`config.mk`:
```
export PLATFORM = sky130hd
export DESIGN_NAME = mailbox_threshold_interrupts
export DESIGN_NICKNAME = d
export VERILOG_FILES = /design/src/shared/mailbox_irq_pkg.sv /design/src/logic/mailbox_threshold_interrupts.sv
export SDC_FILE = /design/constraint.sdc
export NUM_CORES = 1
export LEC_CHECK = 0
export ABC_AREA = 1
export BUFFER_PORTS_ARGS = -buffer_cell sky130_fd_sc_hd__buf_2
export CAP_MARGIN = 15
export CORE_MARGIN = 2
export CORE_UTILIZATION = 35
export DETAILED_ROUTE_END_ITERATION = 10
export PLACE_DENSITY_LB_ADDON = 0.3
export SLEW_MARGIN = 20
export SYNTH_ARGS = -nofsm -noshare
export SYNTH_HDL_FRONTEND = slang
export SYNTH_SLANG_ARGS = --single-unit
```
`constraint.sdc`:
```
create_clock -name clock -period 2.8 [get_ports clock]
set_input_delay 0 -clock clock [delete_from_list [all_inputs] [get_ports clock]]
set_output_delay 0 -clock clock [all_outputs]
set_load 0.02 [all_outputs]
```
`src/shared/mailbox_irq_pkg.sv`:
```
// Constants and carrier types for the mailbox port interrupt and threshold block.
// Assumes one bus clock per port; bit positions are little-endian (bit 0 = LSB).
package mailbox_irq_pkg;

  // ******************************************************************
  // Sizes
  // ******************************************************************
  localparam int DEPTH   = 16;                 // Mailbox FIFO depth
  localparam int THR_W   = $clog2(DEPTH);      // Implemented threshold bits
  localparam int LEVEL_W = THR_W + 1;          // Level spans 0 .. DEPTH
  localparam int ADDR_W  = 6;
  localparam int DATA_W  = 32;
  localparam int IRQ_W   = 3;
  localparam int ERRF_W  = 2;                  // Sticky error flags: full, empty

  // ******************************************************************
  // Register offsets (byte addresses)
  // ******************************************************************
  localparam logic [ADDR_W-1:0] OFF_SEND_THR = 6'h18;
  localparam logic [ADDR_W-1:0] OFF_RECV_THR = 6'h1C;
  localparam logic [ADDR_W-1:0] OFF_STATUS   = 6'h20;
  localparam logic [ADDR_W-1:0] OFF_MASK     = 6'h24;
  localparam logic [ADDR_W-1:0] OFF_PENDING  = 6'h28;

  // ******************************************************************
  // Field positions and reset values
  // ******************************************************************
  localparam int BIT_STI = 0;                  // Send threshold event
  localparam int BIT_RTI = 1;                  // Receive threshold event
  localparam int BIT_ERR = 2;                  // Error event
  localparam logic [THR_W-1:0]  THR_RST  = 4'h0;
  localparam logic [IRQ_W-1:0]  IRQ_RST  = 3'h0;
  localparam logic [ERRF_W-1:0] ERRF_RST = 2'h0;
  localparam logic [LEVEL_W-1:0] LEVEL_FULL = 5'h10;
  localparam logic [DATA_W-1:0] WORD_ZERO = 32'h0000_0000;

  // ******************************************************************
  // Carrier types
  // ******************************************************************
  typedef struct packed {
    logic              wr;
    logic              rd;
    logic [ADDR_W-1:0] addr;
    logic [DATA_W-1:0] wdata;
  } reg_req_s;

  typedef struct packed {
    logic              ack;
    logic [DATA_W-1:0] rdata;
  } reg_rsp_s;

endpackage : mailbox_irq_pkg

```
`src/logic/mailbox_threshold_interrupts.sv`:
```
// Threshold compare, event capture, mask and interrupt output for one mailbox port.
// Assumes FIFO levels and sticky error flags arrive synchronous to clock from the
// surrounding mailbox, and a single-cycle register strobe from the port's bus logic.
//
// Contract
// - Send threshold is read/write, resets to zero, low THR_W bits implemented.
// - Receive threshold is read/write, resets to zero, low THR_W bits implemented.
// - Writing send threshold re-evaluates send flag; a rise raises send event.
// - Writing receive threshold re-evaluates receive flag; a rise raises receive event.
// - Any error flag becoming set sets the error event bit.
// - Receive event is set on each rise of receive flag, not steady level.
// - Send event is set on each rise of send flag, not steady level.
// - Status holds error, receive and send events; all reset to zero.
// - Writing one clears a status bit, writing zero keeps it; reads show events.
// - Mask register is read/write over the three event bits, resets to zero.
// - Pending reads as status AND mask on the same bit positions.
// - Pending is read only; writes complete without changing state.
// - Interrupt output is the OR of all pending bits.
// - Other bits of status, mask and pending are reserved with no function.
// - Receive flag is high when receive level exceeds receive threshold.
// - Send flag is high when send level is at or below send threshold.

`timescale 1ns/1ps
`default_nettype none

module mailbox_threshold_interrupts (
  input  wire logic                            clock,
  input  wire logic                            arst_n,
  input  wire mailbox_irq_pkg::reg_req_s       reg_req,
  output var  mailbox_irq_pkg::reg_rsp_s       reg_rsp,
  input  wire logic [mailbox_irq_pkg::LEVEL_W-1:0] send_fifo_level,
  input  wire logic [mailbox_irq_pkg::LEVEL_W-1:0] recv_fifo_level,
  input  wire logic [mailbox_irq_pkg::ERRF_W-1:0]  error_flags,
  output logic                                 send_threshold_active,
  output logic                                 recv_threshold_active,
  output logic                                 irq
);
  import mailbox_irq_pkg::*;

  // ******************************************************************
  // Address decode
  // ******************************************************************
  function automatic logic hit(input logic [ADDR_W-1:0] addr, input logic [ADDR_W-1:0] off);
    hit = (addr == off);
  endfunction : hit

  logic [THR_W-1:0]  send_irq_threshold_q;
  logic [THR_W-1:0]  recv_irq_threshold_q;
  logic [IRQ_W-1:0]  irq_event_status_q;
  logic [IRQ_W-1:0]  irq_event_status_d;
  logic [IRQ_W-1:0]  irq_mask_enable_q;
  logic [IRQ_W-1:0]  irq_pending;
  logic              send_active_prev_q;
  logic              recv_active_prev_q;
  logic [ERRF_W-1:0] error_prev_q;
  reg_rsp_s          rsp_d;

  // Strobes per register
  wire logic send_thr_wr = reg_req.wr && hit(reg_req.addr, OFF_SEND_THR);
  wire logic recv_thr_wr = reg_req.wr && hit(reg_req.addr, OFF_RECV_THR);
  wire logic status_wr   = reg_req.wr && hit(reg_req.addr, OFF_STATUS);
  wire logic mask_wr     = reg_req.wr && hit(reg_req.addr, OFF_MASK);
  wire logic pending_wr  = reg_req.wr && hit(reg_req.addr, OFF_PENDING);
  wire logic pending_rd  = reg_req.rd && hit(reg_req.addr, OFF_PENDING);

  // ******************************************************************
  // Threshold flags and edge detection
  // ******************************************************************
  // Compares use the live register, so a threshold write moves the flag next cycle
  assign send_threshold_active = (send_fifo_level <= {1'b0, send_irq_threshold_q});
  assign recv_threshold_active = (recv_fifo_level >  {1'b0, recv_irq_threshold_q});

  // Rise against last cycle's value; a held level gives no new event
  wire logic sta_rise = send_threshold_active && !send_active_prev_q;
  wire logic rta_rise = recv_threshold_active && !recv_active_prev_q;
  wire logic err_rise = |(error_flags & ~error_prev_q);

  wire logic [IRQ_W-1:0] events = {err_rise, rta_rise, sta_rise};

  // Write-one clear mask; zeros in the written word leave bits alone
  wire logic [IRQ_W-1:0] clear_mask = status_wr ? reg_req.wdata[IRQ_W-1:0] : IRQ_RST;

  // Set wins over clear so an event arriving during acknowledge is kept
  assign irq_event_status_d = (irq_event_status_q & ~clear_mask) | events;

  // Pending view and the port's interrupt line
  assign irq_pending = irq_event_status_q & irq_mask_enable_q;
  assign irq         = |irq_pending;

  // ******************************************************************
  // Read path
  // ******************************************************************
  // Reserved and unmapped bits read as zero
  wire logic [DATA_W-1:0] rd_mux =
      hit(reg_req.addr, OFF_SEND_THR) ? {{(DATA_W-THR_W){1'b0}}, send_irq_threshold_q} :
      hit(reg_req.addr, OFF_RECV_THR) ? {{(DATA_W-THR_W){1'b0}}, recv_irq_threshold_q} :
      hit(reg_req.addr, OFF_STATUS)   ? {{(DATA_W-IRQ_W){1'b0}}, irq_event_status_q}   :
      hit(reg_req.addr, OFF_MASK)     ? {{(DATA_W-IRQ_W){1'b0}}, irq_mask_enable_q}    :
      hit(reg_req.addr, OFF_PENDING)  ? {{(DATA_W-IRQ_W){1'b0}}, irq_pending}          :
      WORD_ZERO;

  // Answer one cycle after the strobe; rdata holds until the next read
  always_comb begin
    rsp_d.ack   = reg_req.wr || reg_req.rd;
    rsp_d.rdata = reg_req.rd ? rd_mux : reg_rsp.rdata;
  end

  // ******************************************************************
  // Registers
  // ******************************************************************
  // Threshold and mask storage; a pending write matches nothing here
  always_ff @(posedge clock or negedge arst_n) begin
    if (!arst_n) begin
      send_irq_threshold_q <= THR_RST;
      recv_irq_threshold_q <= THR_RST;
      irq_mask_enable_q    <= IRQ_RST;
    end else begin
      if (send_thr_wr) send_irq_threshold_q <= reg_req.wdata[THR_W-1:0];
      if (recv_thr_wr) recv_irq_threshold_q <= reg_req.wdata[THR_W-1:0];
      if (mask_wr)     irq_mask_enable_q    <= reg_req.wdata[IRQ_W-1:0];
    end
  end

  // Event status and the previous-flag copies used by the edge detectors
  always_ff @(posedge clock or negedge arst_n) begin
    if (!arst_n) begin
      irq_event_status_q <= IRQ_RST;
      send_active_prev_q <= 1'b0;
      recv_active_prev_q <= 1'b0;
      error_prev_q       <= ERRF_RST;
    end else begin
      irq_event_status_q <= irq_event_status_d;
      send_active_prev_q <= send_threshold_active;
      recv_active_prev_q <= recv_threshold_active;
      error_prev_q       <= error_flags;
    end
  end

  // Bus answer flops
  always_ff @(posedge clock or negedge arst_n) begin
    if (!arst_n) begin
      reg_rsp <= '0;
    end else begin
      reg_rsp <= rsp_d;
    end
  end
endmodule : mailbox_threshold_interrupts

`default_nettype wire

```
* After elaboration in Yosys (flattened, before gate mapping)
Cells that the tools add are included.
Widths: inputs -> output; s select.
** Word-level totals
- Flip-flop bits (word level) :: 51
- Bits of input ports :: 54
- Output and inout bits :: 36
- Logic and storage cells :: 39
** Cells by class
- Order comparisons :: 2
- Equal/unequal tests :: 5
- Mux-type cells :: 6
- Bitwise operators :: 6
- Reductions and logical operators :: 11
** Operators by type and width (number)
- $eq 6x6->1 const B :: 3
- $eq 6x5->1 const B :: 2
- $mux 3 :: 4
- $mux 4 :: 2
- $and 3x3->3 :: 2
- $logic_and 1x1->1 :: 6
- $gt 5x4->1 :: 1
- $le 5x4->1 :: 1
- $not 3->3 :: 1
- $or 3x3->3 :: 1
- $reduce_or 3->1 :: 1
- $and 2x2->2 :: 1
- $logic_not 1->1 :: 2
- $not 2->2 :: 1
- $reduce_or 2->1 :: 1
- $logic_or 1x1->1 :: 1

* Depth between registers and ports, before layout
Gate-level depths: netlist (run 1).
- Word-level depth :: 6
- Depth in mapped cells :: 8
- Depth with buffers taken out :: 8

* Worst setup path after synthesis (run 1)
OpenSTA, ideal clock, no wires.
- Path type :: register to register
- Start point :: register send_irq_threshold_q[3]
- End point :: register irq_event_status_q[0]
- Setup time :: 66 ps
- Arrival time :: 1440 ps
- Data required time :: 2734 ps
- Setup slack :: 1294 ps
- Stages on the path, launching flop included :: 8
- Path buffers :: 0
- Clock period less this slack :: 1506 ps
- Path through :: dfrtp_1 inv_1 ha_1 a21oi_1 o21ai_0 a21oi_1 nand2_1 nand2_1
** On the way
- Cells in the longest elaborated chain, start to end :: 3
** RTL lines
- from (decl) :: line mailbox_threshold_interrupts.sv:47 : logic [THR_W-1:0] send_irq_threshold_q;
- from (signal assigned) :: line mailbox_threshold_interrupts.sv:118 : if (send_thr_wr) send_irq_threshold_q <= reg_req.wdata[THR_W-1:0];
- $le 5x4->1 :: line mailbox_threshold_interrupts.sv:70 : assign send_threshold_active = (send_fifo_level <= {1'b0, send_irq_threshold_q});
- via send_threshold_active :: line mailbox_threshold_interrupts.sv:34 : output logic send_threshold_active,
- $logic_and 1x1->1 :: line mailbox_threshold_interrupts.sv:74 : wire logic sta_rise = send_threshold_active && !send_active_prev_q;
- $or 3x3->3 :: line mailbox_threshold_interrupts.sv:84 : assign irq_event_status_d = (irq_event_status_q & ~clear_mask) | events;
- via irq_event_status_d[0] :: line mailbox_threshold_interrupts.sv:50 : logic [IRQ_W-1:0] irq_event_status_d;
- to (signal assigned) :: line mailbox_threshold_interrupts.sv:132 : irq_event_status_q <= irq_event_status_d;
- to (decl) :: line mailbox_threshold_interrupts.sv:49 : logic [IRQ_W-1:0] irq_event_status_q;
The timed path passes the listed nets, and every way through them passes these cells.
A chain may end at the register's enable or synchronous reset.

* Final worst setup path (run 1)
- Start point :: register send_irq_threshold_q[3]
- End point :: output send_threshold_active
** On the way
- Cells in the longest elaborated chain, start to end :: 1
** RTL lines (line)
- $le 5x4->1 :: mailbox_threshold_interrupts.sv:70
- to (decl) :: mailbox_threshold_interrupts.sv:34
Every way passes these cells.

==> results.py, run 1 <==
metrics = {
    "setup_path": {
        "worstPathRequired_ps": 2800,
        "critPathLaunchType": "flip-flop",
        "reg2reg_slack_ps": 1380,
        "rr_worst_depth": 7,
        "worstPathArrival_ps": 1700,
        "path_max_fanout": 3,
        "crit_start": "send_irq_threshold_q[3]",
        "worst_setup_path_endpoint": "send_threshold_active",
        "endpoint_kind": "output port",
        "r2r_start": "send_irq_threshold_q[3]",
        "r2r_end": "irq_event_status_q[0]",
        "criticalPathCategory": "flip-flop to output port",
    },
    "timing": {
        "finalSetupViolCount": 0,
        "slew_viol_final": 0,
        "fin_crit_sh_pct": 60.6,
        "hold_viol": 0,
        "rsz0062_at_grt": "no",
        "fin_crit_ps": 1700,
        "clock.fmax_mhz": 590,
        "max_slew_margin_pct": 66.3,
        "worst_hold_slack_ps": 115,
        "max_slew.worst_pin.slew_ps": 505,
        "fin_skew_ps": 1.01,
        "fin_ws_ps": 1100,
        "timing.setup.tns_ps": 0,
    },
    "flow_run": {
        "maxCapViolCount": 0,
    },
    "place": {
        "dp_cells": 279,
        "place.gp.congestion": 0.814,
        "dp_slack_ps": 1380,
        "portBuffers": 33,
        "dp_hpwl_um": 2410,
    },
    "synthesis": {
        "synth_cell_types": 25,
        "synth-main-ff-cell": "dfrtp_1",
        "yosysSeqAreaShare_pct": 36.5,
        "synth-warning-count": 0,
        "syn_inst": 196,
        "ys_seq_elements": 23,
        "avgSynthCellArea_um2": 8.05,
        "synth_edf_count": 0,
        "syn-cell-area_um2": 1580,
        "async_reset_ff_share_pct": 100,
    },
    "grt": {
        "antenna_found_initial": 0,
        "grt_pass1_wl_um": 5000,
        "grt_pass1_vias": 1122,
        "grt_max_degree": 24,
        "grt.overflow.total": 0,
        "grt_use_total_pct": 12.3,
    },
    "power": {
        "vdd_drop_max_mv": 0.250,
        "p_per_area_nw_per_um2": 459,
        "leakage_nw": 1.05,
    },
    "floorplanning": {
        "die_h_um": 71.1,
        "start_util_pct": 36.2,
        "ios": 90,
        "core_area_um2": 4350,
        "rows": 24,
        "dieArea_um2": 5060,
        "die_width_um": 71.1,
    },
    "final_layout": {
        "diodes": 0,
        "layout-drive-gt1-share_pct": 20.8,
        "fin_nets": 303,
        "layout_common_cells": "nand2_1 (35), buf_2 (33), inv_1 (32), conb_1 (28), dfrtp_1 (23)",
        "area_delta_synth_final_pct": 15.8,
        "layout_commonest_cell": "nand2_1",
        "seqCellArea_um2": 576,
        "fin_cells": 292,
        "fill_cells": 464,
        "multiInputGateArea_um2": 762,
    },
    "clocking": {
        "cts-htree-levels": 1,
        "cts.path.max_buffers": 2,
        "cts_buffers": 3,
        "clock_latency_ps": 260,
        "clockRootBuffer": "clkbuf_8",
        "clk_pin_slew_ps": 80,
        "cts_tree": "yes",
        "clock-sinks": 23,
    },
    "route": {
        "ant_nets": 0,
        "drt_wl_total_um": 2930,
        "drtIter0Drc": 36,
        "wl_per_cell_um": 10.0,
        "vias_per_cell": 4.35,
        "vias": 1271,
        "dr.pass1.iters": 4,
        "drc": 0,
    },
    "hold_path": {
        "hold_path.class": "input port to flip-flop",
        "min_path_cells": 4,
    },
    "run_status": {
        "run_status": "finished clean",
    },
}
==> report_power, final <==
group / total, mW / leakage, nW / switching (mW) / internal [mW]
sequential: 0.389 / 0.261 / 0.0172 / 0.372
combinational: 0.246 / 0.770 / 0.162 / 0.0836
clock: 0.204 / 0.0228 / 0.102 / 0.101
total: 0.839 / 1.05 / 0.281 / 0.557
==> registers in the layout (all words and copies together) (netlist names) <==
signal and flops:
reg_rsp 5, recv_irq_threshold_q 4, send_irq_threshold_q 4, irq_event_status_q 3, irq_mask_enable_q 3, error_prev_q 2
recv_active_prev_q 1, send_active_prev_q 1
==> final cells by class <==
class,instances,area share [%]
clock buffers,4,2.47
flip-flops and latches,23,31.5
repair buffers,42,14.0
multi-input cells,138,41.7
inverters,33,6.78
well taps,52,3.56
==> critical path, stage by stage, from the launching register on <==
cell and delay [ps]:
dfrtp_1 370, inv_1 110, ha_1 270, a21oi_1 150, o21ai_0 100, a21oi_1 230
buf_2 210
==> per-layer routing <==
metal | GRT usage, % | share of wire, % | vias up
li1 | - | - | 656
met3 | 2.99 | 5.1 | 2
met4 | 1.89 | 0.14 | 0
met2 | 19.9 | 49 | 40
met1 | 17.0 | 46 | 573
met5 | 0 | 0 | -
==> what timing repair did <==
action / 4_1_cts / 5_1_grt
gates resized for setup: 0 / 0
setup buffers: 0 / 0
hold buffers: 9 / 0
endpoints found under the hold margin: 32 / 0
==> cells in the mapped netlist, types with 2 or more instances <==
cell / number / area (um^2)
a21oi_1: 6 / 30.0
o22ai_1: 2 / 12.5
nand2_2: 2 / 12.5
dfrtp_1: 23 / 576
ha_1: 8 / 100
nand3_1: 13 / 65.1
o21ai_0: 6 / 30.0
nor2_1: 6 / 22.5
inv_1: 32 / 120
nand2_1: 35 / 131
o21bai_1: 3 / 22.5
o21ai_1: 10 / 50.1
nor2_4: 4 / 45.0
buf_4: 29 / 218
nor2_2: 3 / 18.8
nand4_1: 5 / 31.3
==> worst min-delay path by stage <==
stage	endpoint	startpoint
floorplan	error_prev_q[0]	arst_n
global placement	error_prev_q[1]	arst_n
detailed placement	error_prev_q[1]	arst_n
CTS	irq_event_status_q[2]	reg_req[39]
global route	irq_event_status_q[2]	reg_req[39]
finish	irq_event_status_q[2]	reg_req[39]
==> per-stage QoR <==
stage | utilization [%] | area, um^2 | power [mW]
4_1_cts | 42.0 | 1830 | 0.855
3_3_place_gp | 38.9 | 1690 | 0.631
6_report | 42.0 | 1830 | 0.839
3_5_place_dp | 38.9 | 1690 | 0.636
5_1_grt | 42.0 | 1830 | 0.903
2_1_floorplan | - | 1680 | 0.592
==> cells by family after synthesis <==
kind of cell	share of synthesized area, %
buffers and inverters	21.6
AO/OA/AOI/OAI	9.68
adder cells (fa/ha/maj)	6.34
flip-flops	36.5
other	0.238
AND/OR/NAND/NOR	25.6
No activity file was read; power rests on OpenSTA's default activity.
==> run 2: changes to the inputs <==
- clock period: 2.8 -> 1.4 ns (I/O delays scaled with it)
==> run 2 against run 1 <==
Compared with the run above: the run now ends with negative setup slack left; cell area increased by 9.0%; clock skew barely moved; global-route usage rose by 1.1 points; critical endpoint is now recv_threshold_active; largest power group unchanged.
==> results.py, run 2 (synthesized netlist as in run 1, its figures left out) <==
metrics = {
    "floorplanning": {
        "dieArea_um2": 5060,
        "start_util_pct": 36.2,
        "rows": 24,
        "ios": 90,
        "die_width_um": 71.1,
        "die_h_um": 71.1,
        "core_area_um2": 4350,
    },
    "timing": {
        "fin_crit_ps": 1620,
        "finalSetupViolCount": 3,
        "clock.fmax_mhz": 618,
        "rsz0062_at_grt": "yes",
        "max_slew_margin_pct": 65.6,
        "fin_crit_sh_pct": 116,
        "hold_viol": 0,
        "worst_hold_slack_ps": 102,
        "slew_viol_final": 0,
        "max_slew.worst_pin.slew_ps": 516,
        "fin_skew_ps": 1.34,
        "fin_ws_ps": -219,
    },
    "route": {
        "drc": 0,
        "vias_per_cell": 4.34,
        "vias": 1299,
        "drtIter0Drc": 62,
        "drt_wl_total_um": 3100,
        "ant_nets": 0,
        "dr.pass1.iters": 4,
        "wl_per_cell_um": 10.4,
    },
    "power": {
        "total_power_mw": 1.88,
        "p_per_area_nw_per_um2": 943,
        "vdd_drop_max_mv": 0.535,
        "leakage_nw": 1.08,
    },
    "final_layout": {
        "largestRegisters": "reg_rsp (5), recv_irq_threshold_q (4), send_irq_threshold_q (4)",
        "fin_nets": 310,
        "fill_cells": 430,
        "layout-drive-gt1-share_pct": 32.0,
        "layout_commonest_cell": "nand2_1",
        "layout_common_cells": "nand2_1 (33), buf_2 (31), conb_1 (28), inv_1 (25), dfrtp_1 (23)",
        "largest_register": "reg_rsp",
        "diodes": 0,
        "largest_register_ffs": 5,
        "area_delta_synth_final_pct": 26.2,
    },
    "clocking": {
        "cts.path.max_buffers": 2,
        "clockRootBuffer": "clkbuf_8",
        "cts-htree-levels": 1,
        "clock-sinks": 23,
        "cts_tree": "yes",
        "cts_buffers": 3,
        "clk_pin_slew_ps": 80,
        "clock_latency_ps": 260,
    },
    "grt": {
        "grt_pass1_wl_um": 5280,
        "grt_pass1_vias": 1164,
        "grt_max_degree": 24,
        "grt_use_total_pct": 13.3,
        "grt.overflow.total": 0,
        "antenna_found_initial": 0,
    },
    "setup_path": {
        "endpoint_kind": "output port",
        "worstPathArrival_ps": 1620,
        "criticalPathCategory": "flip-flop to output port",
        "slowest_stage": "dfrtp_1",
        "slowest_delay_ps": 350,
        "crit_chain": "inv_2, ha_4, inv_4, nor2_4, nand2_1, o211ai_1, and2_4, buf_6",
        "critPathLaunchType": "flip-flop",
        "worstPathRequired_ps": 1400,
        "path_max_fanout": 2,
    },
    "run_status": {
        "violations": "negative setup slack",
        "run_status": "finished, violations left",
    },
    "place": {
        "place.gp.congestion": 0.844,
        "portBuffers": 33,
        "dp_hpwl_um": 2370,
    },
    "flow_run": {
        "maxCapViolCount": 0,
    },
    "hold_path": {
        "hold_path.class": "input port to flip-flop",
    },
}
run 2: layout make-up:
type | count | area [um^2] | area share (%)
Clock inverter | 1 | 7.51 | 0.377
Clock buffer | 3 | 41.3 | 2.07
Inverter | 33 | 126 | 6.35
Multi-Input combinational cell | 138 | 858 | 43.1
Sequential cell | 23 | 576 | 28.9
Timing Repair Buffer | 49 | 317 | 15.9
Tap cell | 52 | 65.1 | 3.27
run 2: power by group:
part / internal, mW / switching [mW]
clock network: 0.201 / 0.225
registers: 0.745 / 0.0419
logic: 0.279 / 0.385
total: 1.23 / 0.652
run 2: final timing paths:
check / start / end / slack, ps / cells after the start
max: recv_irq_threshold_q[3] / recv_threshold_active / -220 / 8
min: reg_req[39] / irq_event_status_q[2] / 100 / 4
max reg2reg: recv_irq_threshold_q[3] / irq_event_status_q[1] / -10 / 9
min reg2reg: reg_rsp[2] / reg_rsp[2] / 480 / 2
max in group asynchronous: arst_n / irq_mask_enable_q[0] / 820 / 2
min in group asynchronous: arst_n / reg_rsp[1] / 230 / 2
run 2: metrics by stage:
stage	utilization, %	setup TNS [ps]	setup slack, ps	area (um^2)	std cells
after floorplan	-	0	16.2	1680	223
after global routing	45.7	-645	-350	1990	299
after CTS	44.7	-480	-225	1950	299
final	45.7	-260	-219	1990	299
after global placement	39.6	0	7.38	1730	283
after detailed placement	39.6	0	9.02	1730	283
run 2: routing by layer:
| layer | share of wire (%) | track usage (%) | vias up |
|---|---|---|---|
| met4 | 0.93 | 5.03 | 0 |
| met2 | 46 | 20.6 | 54 |
| met5 | 0 | 0 | - |
| li1 | - | - | 671 |
| met3 | 7.3 | 2.99 | 2 |
| met1 | 46 | 18.3 | 572 |
run 2: timing repair:
action                     in CTS  in global routing
pin swaps                       5                  7
hold buffers                    8                  1
hold endpoints to repair       33                  1
resized for setup              19                  8
setup endpoints to repair       2                  5
setup buffers                   4                  3
run 2: critical path: cells and delay by family, from the launching register on:
family	cells	cell delay (ps)
DFF	1	350
and+or+nand+nor	3	330
adders and majority gates	1	270
AOI/OAI and AO/OA	1	200
buffers and inverters	3	190
==> run 3: changes to the inputs <==
- HOLD_SLACK_MARGIN: unset -> 0.15
- MAX_ROUTING_LAYER: unset -> met4
==> run 3 against run 2 <==
Compared with the run above: the flow still finishes with violations (negative setup slack); sequential share of layout area down 0.14 points; die area unchanged; register-to-register slack about the same; non-clock buffer count up 1; first-iteration DRC count down 18%; maximum frequency about the same; sequential cell count unchanged; count of clock-buffer cells in the layout unchanged; sequential power about the same; worst setup slack about the same; clock power about the same; largest power group unchanged; highest routed layer unchanged.
==> results.py, run 3 (synthesized netlist as in run 1, its figures left out) <==
metrics = {
    "timing": {
        "hold_viol": 0,
        "fin_ws_ps": -219,
        "clock.fmax_mhz": 618,
        "slew_viol_final": 0,
        "finalSetupViolCount": 3,
        "rsz0062_at_grt": "yes",
        "fin_crit_ps": 1620,
        "fin_crit_sh_pct": 116,
        "max_slew_margin_pct": 65.4,
        "max_slew.worst_pin.slew_ps": 518,
        "fin_skew_ps": 1.56,
    },
    "setup_path": {
        "path_buf_inv": 3,
        "cp.depth": 8,
        "criticalPathCategory": "flip-flop to output port",
        "slowest_stage": "dfrtp_1",
        "worstPathArrival_ps": 1620,
        "rr_worst_depth": 9,
        "worstPathRequired_ps": 1400,
        "crit_chain": "inv_2, ha_4, inv_4, nor2_4, nand2_1, o211ai_1, and2_4, buf_6",
        "slowest_delay_ps": 350,
        "cp_top_family": "flip-flops",
        "critPathLaunchType": "flip-flop",
        "path_max_fanout": 2,
        "endpoint_kind": "output port",
    },
    "place": {
        "dp_cells": 283,
        "dp_slack_ps": 9.02,
        "portBuffers": 33,
        "dp_hpwl_um": 2370,
        "place.gp.congestion": 0.857,
    },
    "route": {
        "drt_wl_total_um": 3110,
        "dr.pass1.iters": 4,
        "wl_per_cell_um": 10.4,
        "drtIter0Drc": 51,
        "ant_nets": 0,
        "vias": 1301,
        "drc": 0,
        "vias_per_cell": 4.34,
    },
    "final_layout": {
        "largest_register": "reg_rsp",
        "layout_commonest_cell": "nand2_1",
        "fin_nets": 311,
        "fin_cells": 300,
        "area_delta_synth_final_pct": 26.8,
        "layout_common_cells": "nand2_1 (33), buf_2 (31), conb_1 (28), inv_1 (25), dfrtp_1 (23)",
        "diodes": 0,
        "largest_register_ffs": 5,
        "layout-drive-gt1-share_pct": 31.9,
        "largestRegisters": "reg_rsp (5), recv_irq_threshold_q (4), send_irq_threshold_q (4)",
        "final_util_pct": 45.9,
    },
    "floorplanning": {
        "rows": 24,
        "die_h_um": 71.1,
        "start_util_pct": 36.2,
        "ios": 90,
        "dieArea_um2": 5060,
        "die_width_um": 71.1,
        "core_area_um2": 4350,
    },
    "power": {
        "sequentialPowerShare_pct": 41.8,
        "vdd_drop_max_mv": 0.535,
        "p_per_area_nw_per_um2": 940,
        "leakage_nw": 1.09,
        "p_int_mw": 1.23,
        "pwr-share-comb_pct": 35.4,
        "p_sw_mw": 0.653,
        "p_clk_share_pct": 22.7,
        "total_power_mw": 1.88,
        "swShare_pct": 34.7,
    },
    "clocking": {
        "clk_pin_slew_ps": 80,
        "cts_tree": "yes",
        "clock_latency_ps": 270,
        "cts_buffers": 3,
        "cts-htree-levels": 1,
        "clock-sinks": 23,
        "cts.path.max_buffers": 2,
        "clockRootBuffer": "clkbuf_8",
    },
    "grt": {
        "grt_max_degree": 24,
        "grt_use_total_pct": 13.7,
        "grt.overflow.total": 0,
        "grt_pass1_wl_um": 5270,
        "grt_pass1_vias": 1170,
        "antenna_found_initial": 0,
    },
    "flow_run": {
        "maxCapViolCount": 0,
    },
    "hold_path": {
        "min_path_cells": 5,
        "hold_path.class": "input port to flip-flop",
    },
    "run_status": {
        "violations": "negative setup slack",
        "run_status": "finished, violations left",
    },
}
## run 3: area by class of cell
cell class / instances / area [um^2]
Inverter: 33 / 126
Timing Repair Buffer: 50 / 327
Tap cell: 52 / 65.1
Multi-Input combinational cell: 138 / 858
Fill cell: 429 / 2350
Clock inverter: 1 / 7.51
Sequential cell: 23 / 576
Clock buffer: 3 / 41.3
## run 3: power groups by stage
stage | Sequential (mW) | Combinational, mW | Clock (mW)
after global placement | 0.791 | 0.509 | 0
after detailed placement | 0.793 | 0.516 | 0
final | 0.787 | 0.666 | 0.427
after global routing | 0.797 | 0.759 | 0.484
after CTS | 0.785 | 0.628 | 0.450
after floorplan | 0.791 | 0.396 | 0
## run 3: path summary, 6_finish.rpt
check / start / slack (ps) / to
hold reg to reg: reg_rsp[2] / 480 / reg_rsp[2]
setup reg to reg: recv_irq_threshold_q[3] / 0 / irq_event_status_q[1]
max in group asynchronous: arst_n / 820 / irq_mask_enable_q[0]
setup / recovery: recv_irq_threshold_q[3] / -220 / recv_threshold_active
min in group asynchronous: arst_n / 230 / reg_rsp[1]
hold / removal: reg_req[32] / 170 / irq_event_status_q[2]
## run 3: repair_timing
item                                    CTS  global route
hold buffers                             10             0
buffers inserted                          4             3
resized for setup                        19             8
endpoints found under the hold margin    45             0
pin swaps                                 5             7
endpoints found under the setup margin    2             5
## run 3: worst register-to-register path, stage by stage (launching register included)
cell and delay (ps):
dfrtp_1 350, inv_2 50, ha_4 270, inv_4 30, nor2_4 90, nand2_1 50, o211ai_1 200, buf_4 140
nand3b_1 80, nand2_1 70
## run 3: per-stage QoR
stage / area [um^2] / setup TNS, ps / hold WS (ps)
global route: 2000 / -645 / 173
CTS: 1970 / -480 / 152
global placement: 1730 / 0 / 2.17
detailed placement: 1730 / 0 / 8.03
finish: 2000 / -258 / 173
floorplan: 1680 / 0 / -296
## run 3: layer usage
| layer | part of all wire [%] | vias up | routed length (um) | global-route usage [%] |
|---|---|---|---|---|
| met5 | 0 | - | 0 | - |
| met4 | 0.93 | 0 | 29 | 5.03 |
| met3 | 6.4 | 2 | 198 | 2.99 |
| met2 | 46 | 52 | 1430 | 20.7 |
| met1 | 47 | 575 | 1450 | 18.1 |
| li1 | - | 672 | - | - |
